File: config.mk
export PLATFORM = sky130hd
export DESIGN_NAME = psrc_device_flat
export DESIGN_NICKNAME = d
export VERILOG_FILES = /design/src/hdl/psrc_pkg.sv /design/src/hdl/psrc_if.sv /design/src/hdl/psrc_interp.sv /design/src/hdl/psrc_device.sv /design/src/flat_wrapper.sv
export SDC_FILE = /design/constraint.sdc
export NUM_CORES = 2
export LEC_CHECK = 0
export ABC_AREA = 1
export BUFFER_PORTS_ARGS = -buffer_cell sky130_fd_sc_hd__buf_4
export CORE_ASPECT_RATIO = 0.6
export CORE_MARGIN = 2
export CORE_UTILIZATION = 30
export DETAILED_ROUTE_END_ITERATION = 10
export GPL_TIMING_DRIVEN = 0
export HOLD_SLACK_MARGIN = 0.12
export PLACE_DENSITY_LB_ADDON = 0.2
export SYNTH_ARGS = -nofsm -noshare
export SYNTH_HDL_FRONTEND = slang
export SYNTH_SLANG_ARGS = --single-unit
File: constraint.sdc
create_clock -name sys_clk -period 3.9 [get_ports sys_clk]
set_input_delay 0.975 -clock sys_clk [delete_from_list [all_inputs] [get_ports sys_clk]]
set_output_delay 0.975 -clock sys_clk [all_outputs]
set_load 0.01 [all_outputs]
File: src/hdl/psrc_pkg.sv
package psrc_pkg;
  // interpolator geometry
  localparam int          STEPS_PER_PERIOD = 32;
  localparam int          STEP_W           = 5;
  localparam int          NUM_OUTPUTS      = 7;
  localparam int          NUM_PI           = NUM_OUTPUTS + 1;
  localparam int          FB_IDX           = NUM_OUTPUTS;
  // shift handshake timing, in shift clock cycles
  localparam int          DONE_LATENCY     = 12;
  localparam int          IDLE_DONE_PERIOD = 32;
  localparam int          CNT_W            = 6;
  // reconfiguration port
  localparam int          ADDR_W           = 7;
  localparam int          DATA_W           = 16;
  localparam int          NUM_REGS         = 128;
  localparam logic [15:0] REG_RESET        = 16'h0000;
  // sub-step slew resolution during one step
  localparam int          FRAC_W           = 4;
  // last sub-step index; the wait has one slew cycle fewer than the latency
  localparam int          SLEW_LAST        = DONE_LATENCY - 2;
  typedef enum logic [1:0] {
    PSRC_CTL_IDLE,
    PSRC_CTL_WAIT,
    PSRC_CTL_GAP
  } psrc_ctl_state_type;
endpackage

File: src/hdl/psrc_if.sv
`timescale 1ns/10ps
interface psrc_if;
  // fine phase shift handshake
  logic                             shift_request;
  logic                             shift_direction;
  logic                             shift_complete;
  // reconfiguration port, apb3 style, no select line
  logic [psrc_pkg::ADDR_W-1:0]      reconfig_address;
  logic                             reconfig_write_enable;
  logic                             reconfig_enable;
  logic [psrc_pkg::DATA_W-1:0]      reconfig_write_data;
  logic [psrc_pkg::DATA_W-1:0]      reconfig_read_data;
  logic                             reconfig_ready;
  modport device (
    input  shift_request,
    input  shift_direction,
    output shift_complete,
    input  reconfig_address,
    input  reconfig_write_enable,
    input  reconfig_enable,
    input  reconfig_write_data,
    output reconfig_read_data,
    output reconfig_ready
  );
  modport host (
    output shift_request,
    output shift_direction,
    input  shift_complete,
    output reconfig_address,
    output reconfig_write_enable,
    output reconfig_enable,
    output reconfig_write_data,
    input  reconfig_read_data,
    input  reconfig_ready
  );
endinterface

File: src/hdl/psrc_interp.sv
`timescale 1ns/10ps
module psrc_interp (
  input  wire logic                        sys_clk,
  input  wire logic                        nrst,
  input  wire logic [psrc_pkg::STEP_W-1:0] init_step,
  input  wire logic                        load,
  input  wire logic                        dyn_sel,
  input  wire logic                        use_deskew,
  input  wire logic                        deskew_inc,
  input  wire logic                        deskew_dec,
  input  wire logic                        step_go,
  input  wire logic                        step_up,
  input  wire logic                        slew_en,
  output      logic [psrc_pkg::STEP_W-1:0] phase_step,
  output      logic [psrc_pkg::FRAC_W-1:0] phase_frac
);
  logic [psrc_pkg::STEP_W-1:0] step_q;
  logic [psrc_pkg::FRAC_W-1:0] frac_q;
  logic                        up_q;
  logic                        moving_q;

  // integer step wraps modulo 32, so a full turn always reachable
  always_ff @(posedge sys_clk) begin
    if (!nrst) begin
      step_q   <= '0;
      frac_q   <= '0;
      up_q     <= 1'b1;
      moving_q <= 1'b0;
    end else if (load) begin
      step_q   <= init_step;
      frac_q   <= '0;
      moving_q <= 1'b0;
    end else if (use_deskew) begin
      // deskew detector steers instead of the shift port
      if (deskew_inc) begin
        step_q <= step_q + 1'b1;
      end else if (deskew_dec) begin
        step_q <= step_q - 1'b1;
      end
    end else if (step_go && dyn_sel) begin
      up_q     <= step_up;
      moving_q <= 1'b1;
      frac_q   <= '0;
    end else if (moving_q && slew_en) begin
      // ramp through sub-steps so the edge moves linearly
      frac_q <= frac_q + 1'b1;
      // commit on the last wait cycle so the new step stands with done
      if (frac_q == psrc_pkg::FRAC_W'(psrc_pkg::SLEW_LAST)) begin
        moving_q <= 1'b0;
        frac_q   <= '0;
        step_q   <= up_q ? step_q + 1'b1 : step_q - 1'b1;
      end
    end
  end

  // reported as signed progress toward the new step
  assign phase_step = step_q;
  assign phase_frac = (moving_q && !up_q) ? psrc_pkg::FRAC_W'(0) - frac_q : frac_q;
endmodule

File: src/hdl/psrc_device.sv
`timescale 1ns/10ps
// Notes on behaviour
// - each divider owns an interpolator, two steering sources
// - one step is vco period over 32
// - phase wraps freely, no overflow
// - per-interpolator initial step, shared shift amount
// - controller keeps the shift clock running
// - feedback shift delays all outputs negatively; only output 0 is reported, as out_rel_feedback
// - handshake synchronous to the shift clock
// - controller pulses request for one cycle
// - direction high increments, low decrements
// - done pulses one cycle, 12 after request
// - controller waits for done before next request
// - output phase slews linearly during a step
// - idle done pulse every 32 cycles
// - unused port held at zero
// - write stores 16-bit data at 7-bit address
// - read returns addressed register contents
// - ready pulses after each completed access
// - port follows apb3 signalling
// - no select, answers every transaction
// - drive port through an axi-lite bridge; psrc_host drives it directly
// - shift only after lock
module psrc_device (
  input  wire logic                                        sys_clk,
  input  wire logic                                        nrst,
  psrc_if.device                                           bus,
  input  wire logic [psrc_pkg::NUM_PI-1:0]                 dyn_select,
  input  wire logic [psrc_pkg::NUM_PI-1:0]                 deskew_select,
  input  wire logic [psrc_pkg::NUM_PI*psrc_pkg::STEP_W-1:0] init_steps,
  input  wire logic                                        load_init,
  input  wire logic                                        deskew1_inc,
  input  wire logic                                        deskew1_dec,
  input  wire logic                                        deskew2_inc,
  input  wire logic                                        deskew2_dec,
  input  wire logic                                        deskew_src2,
  output      logic [psrc_pkg::NUM_PI*psrc_pkg::STEP_W-1:0] phase_steps,
  output      logic [psrc_pkg::NUM_PI*psrc_pkg::FRAC_W-1:0] phase_fracs,
  output      logic [psrc_pkg::STEP_W-1:0]                 out_rel_feedback
);
  psrc_pkg::psrc_ctl_state_type state_q;
  logic [psrc_pkg::CNT_W-1:0]   cnt_q;
  logic                         dir_q;
  logic                         go;
  logic                         done_d;
  logic                         done_q;
  logic                         slew_en;
  logic [psrc_pkg::DATA_W-1:0]  regs_q [psrc_pkg::NUM_REGS];
  logic [psrc_pkg::DATA_W-1:0]  rdata_q;
  logic                         ready_q;
  logic                         pi_inc;
  logic                         pi_dec;

  // request only taken while idle; early ones fall on the floor
  assign go = (state_q == psrc_pkg::PSRC_CTL_IDLE) && bus.shift_request;

  // step sequencer: done lands 12 cycles after the request edge
  always_ff @(posedge sys_clk) begin
    if (!nrst) begin
      state_q <= psrc_pkg::PSRC_CTL_IDLE;
      cnt_q   <= '0;
      dir_q   <= 1'b0;
    end else begin
      case (state_q)
        psrc_pkg::PSRC_CTL_IDLE: begin
          if (go) begin
            dir_q   <= bus.shift_direction;
            cnt_q   <= psrc_pkg::CNT_W'(1);
            state_q <= psrc_pkg::PSRC_CTL_WAIT;
          end else if (cnt_q == psrc_pkg::CNT_W'(psrc_pkg::IDLE_DONE_PERIOD - 1)) begin
            cnt_q <= '0;
          end else begin
            cnt_q <= cnt_q + 1'b1;
          end
        end
        psrc_pkg::PSRC_CTL_WAIT: begin
          if (cnt_q == psrc_pkg::CNT_W'(psrc_pkg::DONE_LATENCY - 1)) begin
            cnt_q   <= '0;
            state_q <= psrc_pkg::PSRC_CTL_IDLE;
          end else begin
            cnt_q <= cnt_q + 1'b1;
          end
        end
        default: begin
          state_q <= psrc_pkg::PSRC_CTL_IDLE;
        end
      endcase
    end
  end

  // done: end of step, or idle heartbeat; registered for a clean edge
  always_comb begin
    done_d = 1'b0;
    if (state_q == psrc_pkg::PSRC_CTL_WAIT) begin
      done_d = (cnt_q == psrc_pkg::CNT_W'(psrc_pkg::DONE_LATENCY - 1));
    end else if (state_q == psrc_pkg::PSRC_CTL_IDLE && !go) begin
      done_d = (cnt_q == psrc_pkg::CNT_W'(psrc_pkg::IDLE_DONE_PERIOD - 1));
    end
  end

  always_ff @(posedge sys_clk) begin
    if (!nrst) begin
      done_q <= 1'b0;
    end else begin
      done_q <= done_d;
    end
  end
  assign bus.shift_complete = done_q;

  // sub-steps advance every cycle of the wait; the step commits with done
  assign slew_en = (state_q == psrc_pkg::PSRC_CTL_WAIT);

  // shared deskew source choice: detector 1 or 2
  assign pi_inc = deskew_src2 ? deskew2_inc : deskew1_inc;
  assign pi_dec = deskew_src2 ? deskew2_dec : deskew1_dec;

  // one interpolator per output divider plus feedback
  genvar gi;
  generate
    for (gi = 0; gi < psrc_pkg::NUM_PI; gi++) begin : g_pi
      psrc_interp u_pi (
        .sys_clk    (sys_clk),
        .nrst       (nrst),
        .init_step  (init_steps[gi*psrc_pkg::STEP_W +: psrc_pkg::STEP_W]),
        .load       (load_init),
        .dyn_sel    (dyn_select[gi]),
        .use_deskew (deskew_select[gi]),
        .deskew_inc (pi_inc),
        .deskew_dec (pi_dec),
        .step_go    (go),
        .step_up    (bus.shift_direction),
        .slew_en    (slew_en),
        .phase_step (phase_steps[gi*psrc_pkg::STEP_W +: psrc_pkg::STEP_W]),
        .phase_frac (phase_fracs[gi*psrc_pkg::FRAC_W +: psrc_pkg::FRAC_W])
      );
    end
  endgenerate

  // output 0 relative to the reference: feedback shift subtracts
  assign out_rel_feedback = phase_steps[0 +: psrc_pkg::STEP_W]
                          - phase_steps[psrc_pkg::FB_IDX*psrc_pkg::STEP_W +: psrc_pkg::STEP_W];

  // register array; no select line, every access phase is ours
  always_ff @(posedge sys_clk) begin
    if (!nrst) begin
      for (int i = 0; i < psrc_pkg::NUM_REGS; i++) begin
        regs_q[i] <= psrc_pkg::REG_RESET;
      end
    end else if (bus.reconfig_enable && bus.reconfig_write_enable) begin
      regs_q[bus.reconfig_address] <= bus.reconfig_write_data;
    end
  end

  // one-wait answer: ready the cycle after enable rises, data from flops
  always_ff @(posedge sys_clk) begin
    if (!nrst) begin
      rdata_q <= '0;
      ready_q <= 1'b0;
    end else begin
      ready_q <= 1'b0;
      if (bus.reconfig_enable && !ready_q) begin
        ready_q <= 1'b1;
        if (!bus.reconfig_write_enable) begin
          rdata_q <= regs_q[bus.reconfig_address];
        end
      end
    end
  end
  assign bus.reconfig_ready     = ready_q;
  assign bus.reconfig_read_data = rdata_q;
endmodule

File: src/flat_wrapper.sv
// flat-port wrapper written by rule: the top's interface ports become plain ports
module psrc_device_flat 
  (sys_clk, nrst, dyn_select, deskew_select, init_steps, load_init, deskew1_inc, deskew1_dec, deskew2_inc, deskew2_dec, deskew_src2, phase_steps, phase_fracs, out_rel_feedback, bus_shift_request, bus_shift_direction, bus_shift_complete, bus_reconfig_address, bus_reconfig_write_enable, bus_reconfig_enable, bus_reconfig_write_data, bus_reconfig_read_data, bus_reconfig_ready);
  psrc_if bus_i ();
  input  wire logic sys_clk;
  input  wire logic nrst;
  input  wire logic [psrc_pkg::NUM_PI-1:0] dyn_select;
  input  wire logic [psrc_pkg::NUM_PI-1:0] deskew_select;
  input  wire logic [psrc_pkg::NUM_PI*psrc_pkg::STEP_W-1:0] init_steps;
  input  wire logic load_init;
  input  wire logic deskew1_inc;
  input  wire logic deskew1_dec;
  input  wire logic deskew2_inc;
  input  wire logic deskew2_dec;
  input  wire logic deskew_src2;
  output      logic [psrc_pkg::NUM_PI*psrc_pkg::STEP_W-1:0] phase_steps;
  output      logic [psrc_pkg::NUM_PI*psrc_pkg::FRAC_W-1:0] phase_fracs;
  output      logic [psrc_pkg::STEP_W-1:0] out_rel_feedback;
  input wire logic [$bits(bus_i.shift_request)-1:0] bus_shift_request;
  input wire logic [$bits(bus_i.shift_direction)-1:0] bus_shift_direction;
  output wire logic [$bits(bus_i.shift_complete)-1:0] bus_shift_complete;
  input wire logic [$bits(bus_i.reconfig_address)-1:0] bus_reconfig_address;
  input wire logic [$bits(bus_i.reconfig_write_enable)-1:0] bus_reconfig_write_enable;
  input wire logic [$bits(bus_i.reconfig_enable)-1:0] bus_reconfig_enable;
  input wire logic [$bits(bus_i.reconfig_write_data)-1:0] bus_reconfig_write_data;
  output wire logic [$bits(bus_i.reconfig_read_data)-1:0] bus_reconfig_read_data;
  output wire logic [$bits(bus_i.reconfig_ready)-1:0] bus_reconfig_ready;
  assign bus_i.shift_request = bus_shift_request;
  assign bus_i.shift_direction = bus_shift_direction;
  assign bus_shift_complete = bus_i.shift_complete;
  assign bus_i.reconfig_address = bus_reconfig_address;
  assign bus_i.reconfig_write_enable = bus_reconfig_write_enable;
  assign bus_i.reconfig_enable = bus_reconfig_enable;
  assign bus_i.reconfig_write_data = bus_reconfig_write_data;
  assign bus_reconfig_read_data = bus_i.reconfig_read_data;
  assign bus_reconfig_ready = bus_i.reconfig_ready;
  psrc_device u_core (.sys_clk(sys_clk), .nrst(nrst), .bus(bus_i), .dyn_select(dyn_select), .deskew_select(deskew_select), .init_steps(init_steps), .load_init(load_init), .deskew1_inc(deskew1_inc), .deskew1_dec(deskew1_dec), .deskew2_inc(deskew2_inc), .deskew2_dec(deskew2_dec), .deskew_src2(deskew_src2), .phase_steps(phase_steps), .phase_fracs(phase_fracs), .out_rel_feedback(out_rel_feedback));
endmodule
==> results.cfg <==
[global_route]
grt_pass1_wl_mm = 613
overflow = 0
first_global_vias = 73300
track_usage_pct = 25.3
antenna_found_initial = 44
grt_max_degree = 18

[timing]
layout_min_cycle_time_ns = 4.04
hold_slack_ns = 0.334
maxSlewHeadroom_pct = -9.21
worstMarginPinSlew_ns = 1.64
setup_ws_ns = -0.143
finalHoldViolations = 0
fmax_ghz = 0.247
slew_violations = 22
period_share_pct = 104
rsz0062_at_grt = true
setup_viol = 131
clock_skew_ns = 0.153

[pwr]
irDropWorstVdd_mv = 0.385
powerDensity_mw_per_mm2 = 457
leakage_nw = 50.5

[clock_tree]
cts_made_buffers = 223
cts_root_buffer = clkbuf_16
cts_buffer_depth = 4
htreeDepth = 4
clk-insertion-delay-late_ns = 0.97
cts_sinks = 2161
cts_tree = built
cts.clk_slew.worst_paths_ns = 0.06

[cells_and_area]
final_common_cell = nor2_1
drive_gt1_share_pct = 9.29
nNetsFinal = 12200
final_cell_mix = nor2_1 (3125), nand2_1 (2346), edfxtp_1 (2048)
area_delta_synth_final_pct = 14.9
fin_cells = 16900

[run_status]
violations = capacitance limit, slew limit, setup timing
status = complete, but fails checks

[drt]
vias_per_cell = 5.02
route.detailed.drc = 0
wl_mm = 458
post_drt_wl_per_cell_um = 27.1
route.antenna.remaining_nets = 0
drt_pass1_iterations = 8
drt-initial-drc-count = 14100
via_count = 84600

[floorplan]
die_w_um = 763
initial_core_util_pct = 30.1
num_rows = 167
ios = 186
dieArea_mm2 = 0.350
die_h_um = 459
core_mm2 = 0.344

[synth]
yosysWarnings = 0
ys_seq_area_share_pct = 61.5
syn_area_mm2 = 0.104
syn_nets = 11800
synth_cell_types = 39
syn-mean-instance-area_um2 = 8.91
synth_cells = 11600
ys_ff_latch = 2161

[critical_path]
cpPeakStageDelay_ns = 0.53
cp_slowest_cell = buf_2
r2r_slack_ns = 1.37
worstPathMaxFanout = 10
startpoint_type = primary input
critPathCaptureType = register
r2r_end = u_core.bus.reconfig_read_data[9]$_SDFFE_PN0P_
path_class = in -> reg
path_cells = buf_4 > inv_2 > buf_4 > buf_4 > clkbuf_2 > buf_2 > nand2_1 > nand3_1 > nand2_1 > nor2_1 > nor2_1 > nor2_1 > nand2_1 > nand2_1 > nand3_1 > nor2_1 > nor2_1
required_ns = 4.74
worstRegToRegCells = 10
reg2reg_from = u_core.regs_q[111][9]$_SDFFCE_PN0P_
crit_arrival_ns = 4.88
cp_common_cell = nor2_1

[placement]
place.gp.congestion = 0.965
place_inst = 16400
dp_hpwl_mm = 345
portBuffers = 180

[worst_hold_path]
hp-class = in -> reg
hp-start = bus_reconfig_enable
whs_path_depth = 3
min_to = u_core.bus.reconfig_ready$_SDFF_PN0_

[flow_run]
maxCapViolations = 2
state kept, by name (all words and copies together), names as in the netlist, 6 cells and up:
| register | flops |
|---|---|
| u_core.cnt_q | 6 |
| u_core.regs_q | 2048 |
| u_core.g_pi.u_pi.phase_step | 40 |
| u_core.g_pi.u_pi.moving_q | 8 |
| u_core.g_pi.u_pi.up_q | 8 |
| u_core.bus.reconfig_read_data | 16 |
| u_core.g_pi.u_pi.frac_q | 32 |
layer usage:
layer / track usage [%] / vias up / wire length (um)
met5: 0 / - / 819
met4: 5.15 / 18 / 9150
met3: 10.8 / 461 / 70100
met2: 29.6 / 4719 / 159000
met1: 41.1 / 41500 / 219000
li1: - / 37900 / -
what timing repair did:
action / in CTS / in global routing
resized for setup: 105 / 140
endpoints found under the setup margin: 2224 / 1096
buffers inserted: 10 / 2
pin swaps: 7 / 2
hold buffers: 0 / 0
logic make-up (layout without fill, tap and decap cells):
family | after synthesis | in the layout | synth area share, %
buffers and inverters | 2208 | 2829 | 8.25
flip-flops | 2161 | 2161 | 61.5
adder cells (fa/ha/maj) | 46 | 46 | 0.563
XOR/XNOR | 79 | 79 | 0.668
AND/OR/NAND/NOR | 6509 | 6509 | 25.1
other | 0 | 39 | 0
AO/OA/AOI/OAI | 631 | 631 | 3.92
synthesized netlist by cell type, drive strengths merged:
library cell / count / area (um^2)
o211ai: 317 / 2380
nor4: 5 / 73.8
xnor2: 8 / 70.1
clkbuf: 553 / 2080
o21a: 1 / 7.51
nor3: 20 / 120
nor2: 3163 / 11900
nand2: 2437 / 9170
or2: 217 / 1360
edfxtp: 2048 / 61500
o21bai: 2 / 15.0
xor2: 71 / 622
o21ai: 213 / 1070
fa: 1 / 20.0
a211oi: 8 / 60.1
a31oi: 20 / 125
a21oi: 54 / 270
o31ai: 1 / 7.51
nand3b: 1 / 7.51
nand4: 16 / 100
nand3: 648 / 3250
clkinv: 2 / 7.51
nor3b: 2 / 15.0
a41oi: 10 / 87.6
buf: 232 / 1130
inv: 1421 / 5330
o221ai: 3 / 26.3
ha: 45 / 563
dfxtp: 113 / 2260
a22o: 2 / 17.5
critical path, delay by kind of cell:
| family | cells | cell delay (ns) |
|---|---|---|
| buffers and inverters | 6 | 2.13 |
| AND/OR/NAND/NOR | 11 | 1.72 |
report_power, final:
part	total (mW)	internal (mW)	switching [mW]
clock	21.2	11.2	9.97
sequential	26.8	26.5	0.368
combinational	6.38	1.36	5.02
worst max-delay path by stage:
stage                     slack (ns)                     from                                             to
final                          -0.14  bus_reconfig_address[0]  u_core.bus.reconfig_read_data[5]$_SDFFE_PN0P_
after global routing         -0.0007  bus_reconfig_address[2]  u_core.bus.reconfig_read_data[4]$_SDFFE_PN0P_
after global placement         -3.95  bus_reconfig_address[0]             u_core.regs_q[40][8]$_SDFFCE_PN0P_
after floorplan                 0.69  bus_reconfig_address[1]            u_core.regs_q[110][0]$_SDFFCE_PN0P_
after detailed placement       -2.22  bus_reconfig_address[0]            u_core.regs_q[34][13]$_SDFFCE_PN0P_
after CTS                      -0.17  bus_reconfig_address[4]            u_core.regs_q[26][11]$_SDFFCE_PN0P_
through the flow:
stage	power, mW	setup slack, ns	instance area [um^2]	utilization (%)	TNS (ns)
floorplan	30.2	0.686	104000	-	0
detailed placement	33.4	-2.22	112000	32.4	-4236.38
global route	55.7	-0.000729	119000	34.5	-0.000729
finish	54.4	-0.143	119000	34.6	-3.42
global placement	33.3	-3.95	111000	32.1	-9123.46
CTS	54.1	-0.166	119000	34.4	-6.69
layout make-up:
class / count / area (um^2)
clock inverter: 114 / 852
clock buffer: 280 / 5870
buffer: 783 / 3440
fill: 36000 / 225000
timing repair buffer: 229 / 2200
inverter: 1423 / 5340
sequential: 2161 / 63800
multi-input combinational: 7265 / 31700
antenna: 39 / 97.6
tap: 4563 / 5710
(Power assumes the default switching activity.)
